### src/verilog/srctl_cfg.svh
// offsets, field positions, mode codes and timing counts of the sleep/reset controller
// assumes a 200 MHz pclk and 32-bit apb with byte addresses
`ifndef SRCTL_CFG_SVH
`define SRCTL_CFG_SVH

// register byte offsets
`define SRC_OFF_CTRL 12'h000
`define SRC_OFF_SLEEP 12'h004
`define SRC_OFF_STAT 12'h008

// control fields
`define SRC_CTRL_SE 0
`define SRC_CTRL_SM_LO 1
`define SRC_CTRL_SM_HI 3
`define SRC_CTRL_RST 32'h0000_0000

// sleep command field
`define SRC_SLEEP_GO 0

// status fields
`define SRC_STAT_ST_LO 0
`define SRC_STAT_ST_HI 1
`define SRC_STAT_MD_LO 2
`define SRC_STAT_MD_HI 4
`define SRC_STAT_WK_EXT 5
`define SRC_STAT_WK_OTH 6

// sleep mode codes, 3'h4 and 3'h5 unused
`define SRC_M_IDLE 3'h0
`define SRC_M_ADC 3'h1
`define SRC_M_PDN 3'h2
`define SRC_M_PSV 3'h3
`define SRC_M_STB 3'h6
`define SRC_M_XSTB 3'h7

// boundary-scan input pins within the 32 port pins
`define SRC_JTAG_PINS 32'h002c_0000

// timing
`define SRC_CLK_MHZ 200
`define SRC_OSC_START_NS 1000
`define SRC_RESTART_NS 10
`define SRC_OSC_START_CYC ((`SRC_OSC_START_NS * `SRC_CLK_MHZ + 999) / 1000)
`define SRC_RESTART_CYC ((`SRC_RESTART_NS * `SRC_CLK_MHZ + 999) / 1000)

`endif

### src/verilog/srctl_pkg.sv
// types shared by the sleep/reset controller
// assumes nothing beyond a systemverilog package scope
package srctl_pkg;

  typedef enum logic [1:0] {ST_RUN, ST_SLEEP, ST_WAKE} srctl_state_t;

  // clock domain enables
  typedef struct packed {
    logic cpu;
    logic io;
    logic adc;
    logic irq;
    logic tmr;
    logic osc;
  } srctl_dom_t;

endpackage : srctl_pkg

### src/verilog/srctl_sync.sv
// three-flop input synchroniser, one per bit
// assumes inputs from outside the pclk domain
`timescale 1ns/100ps
module srctl_sync #(
  parameter int W = 4,
  parameter logic [W-1:0] RST = '1
) (
  // clock and reset
  input wire logic pclk,
  input wire logic presetn,
  // pins and filtered levels
  input wire logic [W-1:0] din,
  output logic [W-1:0] dout
);

  for (genvar i = 0; i < W; i++) begin : g_bit
    logic [2:0] s_q;
    logic o_q;
    always_ff @(posedge pclk or negedge presetn) begin
      if (!presetn) begin
        s_q <= {3{RST[i]}};
        o_q <= RST[i];
      end else begin
        s_q <= {s_q[1:0], din[i]};
        // change counts only once 2nd and 3rd agree
        if (s_q[1] == s_q[2]) begin
          o_q <= s_q[2];
        end
      end
    end
    assign dout[i] = o_q;
  end

endmodule : srctl_sync

### src/verilog/srctl_rstgen.sv
// device reset: asynchronous assert from pin or bus reset, synchronous release
// assumes the pin reset may arrive with pclk stopped
`timescale 1ns/100ps
module srctl_rstgen (
  // clock and resets
  input wire logic pclk,
  input wire logic presetn,
  input wire logic rst_pin_n,
  // combined device reset
  output logic dev_rst_n
);

  logic arst_n;
  logic [2:0] sh_q;

  // no clock needed to assert
  assign arst_n = presetn & rst_pin_n;

  always_ff @(posedge pclk or negedge arst_n) begin
    if (!arst_n) begin
      sh_q <= 3'h0;
      dev_rst_n <= 1'b0;
    end else begin
      sh_q <= {sh_q[1:0], 1'b1};
      dev_rst_n <= sh_q[1] & sh_q[2];
    end
  end
endmodule : srctl_rstgen

### src/verilog/srctl_top.sv
// sleep mode and reset controller: apb registers, sleep fsm, pin hi-z
// assumes an always-on pclk for this block; core domains gated by dom
//
// Overview of operation
// - idle: cpu stops, peripherals and irq clocked
// - power-down: oscillator off, wake on pin/reset
// - power-save: async timer keeps counting
// - adc noise mode: adc, timer, irq and oscillator run
// - standby: oscillator runs, rest sleeps
// - extended standby: oscillator and timer run
// - six modes, software selects which
// - long reset pin low resets without clock
// - reset floats all port pins asynchronously
// - scan pull-ups stay on during reset
`timescale 1ns/100ps
`include "srctl_cfg.svh"
module srctl_top
  import srctl_pkg::*;
(
  // apb
  input wire logic pclk,
  input wire logic presetn,
  input wire logic psel,
  input wire logic penable,
  input wire logic pwrite,
  input wire logic [11:0] paddr,
  input wire logic [31:0] pwdata,
  output logic [31:0] prdata,
  output logic pready,
  output logic pslverr,
  // reset and wake sources
  input wire logic rst_pin_n,
  input wire logic [2:0] ext_irq_n,
  input wire logic tmr_irq,
  input wire logic per_irq,
  input wire logic adc_irq,
  // scan enable fuse
  input wire logic jtag_fuse_en,
  // port pin control from the core
  input wire logic [31:0] core_oe_n,
  input wire logic [31:0] core_pu_en,
  // port pin control to the pads
  output logic [31:0] pin_oe_n,
  output logic [31:0] pin_pu_en,
  // domain control
  output srctl_dom_t dom,
  output logic dev_rst_n,
  output logic sleeping
);

  // ------------------------------------------------------------
  // constants
  // ------------------------------------------------------------
  localparam int OSC_CYC = `SRC_OSC_START_CYC;
  localparam int RES_CYC = `SRC_RESTART_CYC;
  localparam int WAKE_MAX = OSC_CYC + 2;

  // ------------------------------------------------------------
  // functions
  // ------------------------------------------------------------
  function automatic logic mode_ok(input logic [2:0] m);
    mode_ok = (m != 3'h4) && (m != 3'h5);
  endfunction : mode_ok

  // what keeps running in each sleep mode
  function automatic srctl_dom_t dom_of(input logic [2:0] m);
    srctl_dom_t d;
    d = '0;
    case (m)
      `SRC_M_IDLE: begin
        d.io = 1'b1;
        d.adc = 1'b1;
        d.irq = 1'b1;
        d.tmr = 1'b1;
        d.osc = 1'b1;
      end
      `SRC_M_ADC: begin
        d.adc = 1'b1;
        d.irq = 1'b1;
        d.tmr = 1'b1;
        d.osc = 1'b1;
      end
      `SRC_M_PSV: begin
        d.tmr = 1'b1;
      end
      `SRC_M_STB: begin
        d.osc = 1'b1;
      end
      `SRC_M_XSTB: begin
        d.osc = 1'b1;
        d.tmr = 1'b1;
      end
      default: begin
        d = '0;
      end
    endcase
    return d;
  endfunction : dom_of

  // ------------------------------------------------------------
  // reset and input synchronisers
  // ------------------------------------------------------------
  logic [3:0] sync_s;
  logic ext_wake;
  logic tmr_wake;

  srctl_rstgen u_rst (
    .pclk(pclk),
    .presetn(presetn),
    .rst_pin_n(rst_pin_n),
    .dev_rst_n(dev_rst_n)
  );

  // pin wake needs pclk; this block must sit on the always-on clock
  srctl_sync #(.W(4), .RST(4'h7)) u_sync (
    .pclk(pclk),
    .presetn(presetn),
    .din({tmr_irq, ext_irq_n}),
    .dout(sync_s)
  );

  assign ext_wake = ~&sync_s[2:0];
  assign tmr_wake = sync_s[3];

  // ------------------------------------------------------------
  // apb decode
  // ------------------------------------------------------------
  logic sel_ctrl;
  logic sel_sleep;
  logic sel_stat;
  logic mapped;
  logic wr_en;
  logic rd_setup;
  logic [2:0] wr_mode;

  assign sel_ctrl = paddr == `SRC_OFF_CTRL;
  assign sel_sleep = paddr == `SRC_OFF_SLEEP;
  assign sel_stat = paddr == `SRC_OFF_STAT;
  assign mapped = sel_ctrl | sel_sleep | sel_stat;
  assign wr_en = psel & penable & pwrite & mapped;
  assign rd_setup = psel & ~penable & ~pwrite;
  assign wr_mode = pwdata[`SRC_CTRL_SM_HI:`SRC_CTRL_SM_LO];

  // zero wait states; read data loaded in the setup cycle
  assign pready = 1'b1;
  assign pslverr = psel & penable & ~mapped;

  // ------------------------------------------------------------
  // control register
  // ------------------------------------------------------------
  logic se_q;
  logic [2:0] mode_q;

  always_ff @(posedge pclk or negedge presetn) begin
    if (!presetn) begin
      se_q <= 1'(`SRC_CTRL_RST);
      mode_q <= `SRC_M_IDLE;
    end else if (wr_en && sel_ctrl) begin
      se_q <= pwdata[`SRC_CTRL_SE];
      // unused codes leave the mode unchanged
      if (mode_ok(wr_mode)) begin
        mode_q <= wr_mode;
      end
    end
  end

  // ------------------------------------------------------------
  // sleep fsm
  // ------------------------------------------------------------
  srctl_state_t st_q;
  srctl_state_t st_d;
  logic [2:0] act_q;
  logic [7:0] cnt_q;
  logic [7:0] cnt_d;
  logic go;
  logic wake;
  srctl_dom_t ds;
  srctl_dom_t dom_d;

  assign go = wr_en & sel_sleep & pwdata[`SRC_SLEEP_GO] & se_q & (st_q == ST_RUN);
  assign ds = dom_of(act_q);

  // pin interrupts always wake; other sources only while their clock runs
  assign wake = ext_wake
    | (ds.io & per_irq)
    | (ds.tmr & tmr_wake)
    | (ds.adc & adc_irq);

  always_comb begin
    st_d = st_q;
    cnt_d = cnt_q;
    case (st_q)
      ST_RUN: begin
        if (go) begin
          st_d = ST_SLEEP;
        end
      end
      ST_SLEEP: begin
        if (wake) begin
          st_d = ST_WAKE;
          // a stopped oscillator needs its full start-up
          if (ds.osc) begin
            cnt_d = 8'(RES_CYC - 1);
          end else begin
            cnt_d = 8'(OSC_CYC - 1);
          end
        end
      end
      ST_WAKE: begin
        if (cnt_q == 8'h00) begin
          st_d = ST_RUN;
        end else begin
          cnt_d = cnt_q - 8'h01;
        end
      end
      default: begin
        st_d = ST_RUN;
      end
    endcase
  end

  // enables follow the next state so dom matches st_q
  always_comb begin
    case (st_d)
      ST_SLEEP: begin
        dom_d = (st_q == ST_RUN) ? dom_of(mode_q) : ds;
      end
      ST_WAKE: begin
        dom_d = '0;
        dom_d.osc = 1'b1;
        dom_d.tmr = 1'b1;
        dom_d.irq = 1'b1;
      end
      default: begin
        dom_d = '1;
      end
    endcase
  end

  // registers and sram are never cleared here, only gated
  always_ff @(posedge pclk or negedge dev_rst_n) begin
    if (!dev_rst_n) begin
      st_q <= ST_RUN;
      cnt_q <= 8'h00;
      act_q <= `SRC_M_IDLE;
      dom <= '1;
    end else begin
      st_q <= st_d;
      cnt_q <= cnt_d;
      dom <= dom_d;
      if (go) begin
        act_q <= mode_q;
      end
    end
  end

  assign sleeping = st_q != ST_RUN;

  // ------------------------------------------------------------
  // wake cause flags, write one to clear
  // ------------------------------------------------------------
  logic [1:0] wk_q;
  logic [1:0] wk_set;
  logic [1:0] wk_clr;

  assign wk_set = {(st_q == ST_SLEEP) & wake & ~ext_wake,
                   (st_q == ST_SLEEP) & ext_wake};
  assign wk_clr = (wr_en && sel_stat) ?
    {pwdata[`SRC_STAT_WK_OTH], pwdata[`SRC_STAT_WK_EXT]} : 2'h0;

  // a wake in the clearing cycle is kept
  always_ff @(posedge pclk or negedge presetn) begin
    if (!presetn) begin
      wk_q <= 2'h0;
    end else begin
      wk_q <= (wk_q & ~wk_clr) | wk_set;
    end
  end

  // ------------------------------------------------------------
  // read data
  // ------------------------------------------------------------
  logic [31:0] rd_mux;
  logic [31:0] ctrl_rd;
  logic [31:0] stat_rd;

  assign ctrl_rd = {28'h0, mode_q, se_q};
  assign stat_rd = {25'h0, wk_q, act_q, st_q};
  assign rd_mux = sel_ctrl ? ctrl_rd : (sel_stat ? stat_rd : 32'h0);

  always_ff @(posedge pclk or negedge presetn) begin
    if (!presetn) begin
      prdata <= 32'h0;
    end else if (rd_setup) begin
      prdata <= rd_mux;
    end
  end

  // ------------------------------------------------------------
  // pad control
  // ------------------------------------------------------------
  logic [31:0] scan_pu;

  // combinational on purpose: must float with no clock
  assign pin_oe_n = core_oe_n | {32{~dev_rst_n}};

  assign scan_pu = jtag_fuse_en ? `SRC_JTAG_PINS : 32'h0;
  assign pin_pu_en = (dev_rst_n ? core_pu_en : 32'h0) | scan_pu;

  // ------------------------------------------------------------
  // checks
  // ------------------------------------------------------------
  logic in_sleep;
  assign in_sleep = st_q == ST_SLEEP;
endmodule : srctl_top

### config.mk
export PLATFORM = sky130hd
export DESIGN_NAME = srctl_top
export DESIGN_NICKNAME = d
export VERILOG_FILES = /design/src/verilog/srctl_pkg.sv /design/src/verilog/srctl_sync.sv /design/src/verilog/srctl_rstgen.sv /design/src/verilog/srctl_top.sv
export VERILOG_INCLUDE_DIRS = /design/src /design/src/verilog
export SDC_FILE = /design/constraint.sdc
export NUM_CORES = 1
export LEC_CHECK = 0
export BUFFER_PORTS_ARGS = -buffer_cell sky130_fd_sc_hd__buf_2
export CORE_MARGIN = 10
export CORE_UTILIZATION = 35
export CTS_CLUSTER_SIZE = 40
export DETAILED_ROUTE_END_ITERATION = 7
export GPL_TIMING_DRIVEN = 0
export PLACE_DENSITY = 0.7
export SLEW_MARGIN = 20
export SYNTH_ARGS = -nofsm -noshare
export SYNTH_HDL_FRONTEND = slang
export SYNTH_SLANG_ARGS = --single-unit
### constraint.sdc
create_clock -name pclk -period 5.1 [get_ports pclk]
set_input_delay 1.53 -clock pclk [delete_from_list [all_inputs] [get_ports pclk]]
set_output_delay 1.53 -clock pclk [all_outputs]
set_load 0.01 [all_outputs]
==> results of run 1 <==
logic make-up (layout without fill, tap and decap cells):
group / after synthesis / after routing / share of synthesized area, %
AO/OA/AOI/OAI: 43 / 43 / 9.28
AND/OR/NAND/NOR: 137 / 137 / 27.6
other: 2 / 27 / 0.256
flip-flops: 52 / 52 / 45.0
multiplexers: 10 / 10 / 4.00
adder cells (fa/ha/maj): 9 / 9 / 3.49
buffers and inverters: 47 / 228 / 9.45
XOR/XNOR: 3 / 3 / 0.894
state kept, by name (all words and copies together), names as in the netlist:
signal,cells
act_q,3
cnt_q,8
dom,6
mode_q,3
prdata,7
se_q,1
st_q,2
u_rst.dev_rst_n,1
u_rst.sh_q,3
u_sync.g_bit.o_q,4
u_sync.g_bit.s_q,12
wk_q,2
cells in the mapped netlist (all sizes together), types with 7 or more instances:
cell type,n,area [um^2]
nand2b,35,219
dfrtp,34,851
and2,31,194
buf,28,206
nand2,28,105
dfstp,18,473
o21ai,16,80.1
nor2,14,62.6
clkbuf,10,37.5
inv,9,33.8
a21oi,7,35.0
worst max-delay path by stage:
stage               cells after the start  endpoint  startpoint
finish                                  6   pslverr    paddr[7]
global placement                        6   pslverr    paddr[7]
detailed placement                      6   pslverr    paddr[7]
global route                            6   pslverr    paddr[7]
CTS                                     6   pslverr    paddr[7]
floorplan                               4   pslverr    paddr[7]
worst max-delay path, stage by stage:
cell,delay [ns]
buf_2,0.10
nor4_2,0.35
nand3_2,0.20
a21oi_1,0.16
nor2_1,0.05
buf_2,0.14
power by group through the flow:
| stage | clock network (mW) | registers [mW] | logic, mW |
|---|---|---|---|
| global route | 0.320 | 0.436 | 0.151 |
| CTS | 0.304 | 0.435 | 0.137 |
| finish | 0.295 | 0.434 | 0.137 |
| floorplan | 0 | 0.439 | 0.0681 |
| global placement | 0 | 0.441 | 0.135 |
| detailed placement | 0 | 0.442 | 0.137 |
metal layers:
metal	vias to the layer above	track usage, %
met5	-	0
met4	0	3.34
met3	12	4.94
met2	104	27.9
met1	1205	15.6
li1	1358	-
through the flow:
| stage | cell area (um^2) | util, % | instances |
|---|---|---|---|
| final | 4160 | 50.9 | 614 |
| after global routing | 4160 | 50.9 | 614 |
| after CTS | 4160 | 50.9 | 614 |
| after detailed placement | 4030 | 49.3 | 606 |
| after global placement | 4030 | 49.3 | 606 |
| after floorplan | 3030 | - | 328 |
final cells by class:
| type | instances | area [um^2] |
|---|---|---|
| buffer | 38 | 244 |
| clock buffer | 7 | 119 |
| clock inverter | 1 | 8.76 |
| fill | 768 | 4020 |
| inverter | 9 | 33.8 |
| multi-input combinational | 229 | 1430 |
| sequential | 52 | 1320 |
| tap | 105 | 131 |
| timing repair buffer | 173 | 866 |
==> summary.txt, run 1 <==
Clock share of power -> 34.1%
Met3 Wirelength -> 713 um
Initial antenna violation count -> 0
First-pass GRT wire length -> 15.3 mm
Initial DRC Count -> 117
CTS tree -> done
N_diodes -> 0
Worst slew pin tran -> 0.812 ns
Root Buffer -> clkbuf_8
Final WL -> 9.70 mm
Clock transition at the registers of the reported paths -> 0.09 ns
Htree depth -> 2
Row count -> 33
Final Power -> 0.866 mW
GPL Wtd Cong -> 0.900
Routed Antenna Nets -> 0
Internal Power -> 0.654 mW
Clock Skews -> 0.00831 ns
Critical path required time -> 3.57 ns
Core box area -> 8180 um^2
CTS resizes -> 0
Worst r2r path cells -> 10
Tcrit/Tclk final -> 79.7%
Min-Delay Path Class -> flip-flop to async pin
Crit Path Max Fanout -> 5
Wire length on met1 -> 3.76 mm
Reg2Reg Setup Slack -> 2.83 ns
Vias in the first global route -> 2786
Grt ovf -> 0
Post-Syn Instances -> 303
Clock Sinks -> 52
Peak supply drop -> 0.181 mV
Post-CTS setup buffer count -> 0
Initial Util -> 36.0%
Place WS -> 1.03 ns
DR pass1 iterations -> 4
Commonest cells after routing, fill and taps aside -> buf_2 (173), nand2b_1 (35), dfrtp_1 (34)
Fin Hold WS -> 0.338 ns
Fmax -> 246 MHz
Yosys warning count -> 0
Hold bufs inserted after CTS -> 0
Crit. End Element -> output pin
GR Util All Layers -> 14.9%
Library cells used by synthesis -> 50
FFs w/ async S/R, synth -> 100%
Avg Cell Area, Syn -> 9.70 um^2
Layout overhead on the synthesized area -> 41.5%
P_leak -> 2.10 nW
RSZ-0062 raised after global routing -> no
Sw Pwr -> 0.212 mW
Setup TNS -> 0 ns
Status -> finished, final reports clean
Vias per inst -> 4.36
Die area -> 12500 um^2
Slew Viols, Final -> 0
Worst rel slew slack -> 45.9%
Uppermost layer routed -> met4
IO Pins -> 227
Drt drc -> 0
Final Hold Vio Count -> 0
Max_cap viols -> 0
Clock buffer depth -> 2
Skew-Pair Late Insertion Delay -> 0.31 ns
Dpl hpwl -> 8.51 mm
Via Count -> 2679
Crit path time final -> 4.06 ns
#FFs+latches synth -> 52
Worst Path Class, Setup -> input pin to output pin
Pwr Density -> 208 nW/um^2
Netlist Area Pre-Place -> 2940 um^2
CP Launch Type -> input pin
Fin nets -> 634
Chip width -> 112 um
Port Buffer Count -> 173
Predominant post-synthesis flop cell -> dfrtp_1
Largest net degree at the start of global routing -> 31
Most common cell after layout, fill and taps aside -> buf_2
Die H -> 112 um
Reg2reg end -> dom[2]
Flop pwr share -> 50.1%
Crit Reg-Reg Startpoint -> act_q[1]
Total CTS buffers -> 5
Finish-stage setup viols -> 0
Fraction of layout cells with a size suffix above 1 -> 47.5%
Combinational share of power -> 15.8%
Sw Ratio -> 24.5%
Metal2 WL -> 5.08 mm
Sequential share of the synthesized area -> 45.0%
Final WS setup -> 1.04 ns
Routed WL per cell -> 15.8 um
Post-synth EDFFs -> 0
Critical path arrival -> 2.53 ns
(Power assumes the default switching activity.)
==> inputs of run 2 (changes only) <==
Settings changed: PLACE_DENSITY 0.7 to 0.73.
Clock period 5.1 ns to 3.36 ns, I/O delays scaled along.
==> summary.txt, run 2 (synthesis gave the netlist of run 1 again) <==
Vias in the first global route -> 2787 (+0.036%)
Critical path arrival -> 2.09 ns (-0.44 ns)
Fmax -> 323 MHz
Max_cap viols -> 0 (unchanged)
CP max-delay cell -> dfrtp_2
Largest net degree at the start of global routing -> 31 (unchanged)
Die area -> 12500 um^2 (unchanged)
Most frequent cell on the critical path -> clkbuf_1
Largest regs -> u_sync.g_bit.s_q x12, cnt_q x8, prdata x7
Crit. End Element -> output pin
CTS tree -> done
Die H -> 112 um (unchanged)
Drt drc -> 0 (unchanged)
Largest register FFs -> 12 (unchanged)
Pwr Density -> 306 nW/um^2 (+47%)
RSZ-0062 raised after global routing -> no
Clock buffer depth -> 2 (unchanged)
Skew-Pair Late Insertion Delay -> 0.31 ns (about the same)
GPL Wtd Cong -> 0.868 (-3.6%)
Final Instance Area -> 4130 um^2 (-0.69%)
First-pass GRT wire length -> 14.9 mm (-2.4%)
Hold bufs inserted after CTS -> 0 (unchanged)
Chip width -> 112 um (unchanged)
Register with the most flip-flops -> u_sync.g_bit.s_q
Tcrit/Tclk final -> 92.1%
Crit path time final -> 3.09 ns
Worst rel slew slack -> 58.1% (+12 points)
Min-Delay Path Class -> flip-flop to async pin
Clock Skews -> 0.00722 ns (-0.00108 ns)
Placed Area -> 4030 um^2 (unchanged)
Core box area -> 8180 um^2 (unchanged)
Fin nets -> 634 (unchanged)
Htree depth -> 2 (unchanged)
Worst slew pin tran -> 0.629 ns (-0.183 ns)
CP Launch Type -> flip-flop
Post-CTS setup buffer count -> 0 (unchanged)
CTS resizes -> 1 (+1)
Row count -> 33 (unchanged)
Port Buffer Count -> 173 (unchanged)
Critical path cell sequence -> clkbuf_1, clkbuf_1, and2_1, buf_2
Via Count -> 2715 (+1.3%)
Commonest cells after routing, fill and taps aside -> buf_2 (173), nand2b_1 (35), dfrtp_1 (33)
Peak supply drop -> 0.222 mV (+23%)
Initial Util -> 36.0% (unchanged)
Critical path required time -> 2.35 ns (-1.22 ns)
Clock Sinks -> 52 (unchanged)
Layout overhead on the synthesized area -> 40.5%
Status -> finished, final reports clean
GR Util All Layers -> 14.4% (-0.51 points)
Worst Path Class, Setup -> flip-flop to output pin
DR pass1 iterations -> 4 (unchanged)
Initial antenna violation count -> 0 (unchanged)
N_diodes -> 0 (unchanged)
Grt ovf -> 0 (unchanged)
Total CTS buffers -> 5 (unchanged)
Routed Antenna Nets -> 0 (unchanged)
Critical path buffer and inverter count -> 3 (+1)
Crit Path Max Fanout -> 21 (+16)
Most common cell after layout, fill and taps aside -> buf_2
Slew Viols, Final -> 0 (unchanged)
Routed WL per cell -> 15.6 um (-0.90%)
Finish-stage setup viols -> 0 (unchanged)
P_leak -> 2.09 nW (-0.74%)
IO Pins -> 227 (unchanged)
Vias per inst -> 4.42 (+1.3%)
Final Hold Vio Count -> 0 (unchanged)
Fraction of layout cells with a size suffix above 1 -> 47.7% (+0.20 points)
CP top delay family -> buffers and inverters
Dpl hpwl -> 8.32 mm (-2.3%)
Final WL -> 9.61 mm (-0.90%)
Setup TNS -> 0 ns (unchanged)
Crit-path max cell delay -> 0.68 ns (+0.33 ns)
Clock transition at the registers of the reported paths -> 0.11 ns (+0.02 ns)
Initial DRC Count -> 154 (+32%)
Root Buffer -> clkbuf_8
Fillers -> 775 (+0.91%)
[run 2: cell types whose count changed in the layout (fill, tap and decap cells not counted), sizes merged]
cell / previous run / this run
clkbuf: 17 / 15
inv: 10 / 12
[run 2: worst paths after layout]
kind	slack [ns]	cells after the start	endpoint	startpoint
max	0.27	4	pin_pu_en[31]	u_rst.dev_rst_n
min	0.22	0	act_q[0]	u_rst.dev_rst_n
max reg2reg	1.08	10	dom[0]	act_q[1]
min reg2reg	0.22	0	act_q[0]	u_rst.dev_rst_n
max in group asynchronous	2.04	2	u_rst.dev_rst_n	presetn
min in group pclk	0.36	0	u_sync.g_bit[3].s_q[1]	u_sync.g_bit[3].s_q[0]
[run 2: through the flow]
step	util, %	worst slack [ns]	total power, mW	instances	hold slack, ns
6_report	50.5	0.266	1.26	614	0.224
5_1_grt	50.5	0.0296	1.32	614	0.275
4_1_cts	50.5	0.182	1.27	614	0.250
3_5_place_dp	49.3	0.234	0.876	606	0.336
3_3_place_gp	49.3	0.305	0.872	606	0.335
2_1_floorplan	-	0.652	0.770	328	0.280
[run 2: worst reg2reg max path, delay by kind of cell (launching register included)]
family	cells	cell delay [ns]
adder cells (fa/ha/maj)	2	0.53
buffers and inverters	3	0.32
AO/OA/AOI/OAI	2	0.53
AND/OR/NAND/NOR	3	0.38
flip-flops	1	0.45
[run 2: area by class of cell]
| class | count | area [um^2] | share of cell area (%) |
|---|---|---|---|
| inverter | 9 | 33.8 | 0.818 |
| clock buffer | 5 | 68.8 | 1.67 |
| multi-input combinational | 229 | 1430 | 34.7 |
| timing repair buffer | 173 | 866 | 21.0 |
| sequential | 52 | 1330 | 32.1 |
| buffer | 38 | 244 | 5.91 |
| tap | 105 | 131 | 3.18 |
| clock inverter | 3 | 28.8 | 0.697 |
[run 2: report_power, final]
group | internal (mW) | switching [mW] | total (mW)
Clock | 0.158 | 0.240 | 0.398
Combinational | 0.105 | 0.102 | 0.207
Sequential | 0.648 | 0.0109 | 0.659
[run 2: layer usage]
layer / vias to the layer above / GRT usage, % / wire [um]
li1: 1365 / - / -
met1: 1234 / 14.1 / 3480
met2: 108 / 27.9 / 5300
met3: 8 / 5.05 / 718
met4: 0 / 3.17 / 106
met5: - / 0 / 0
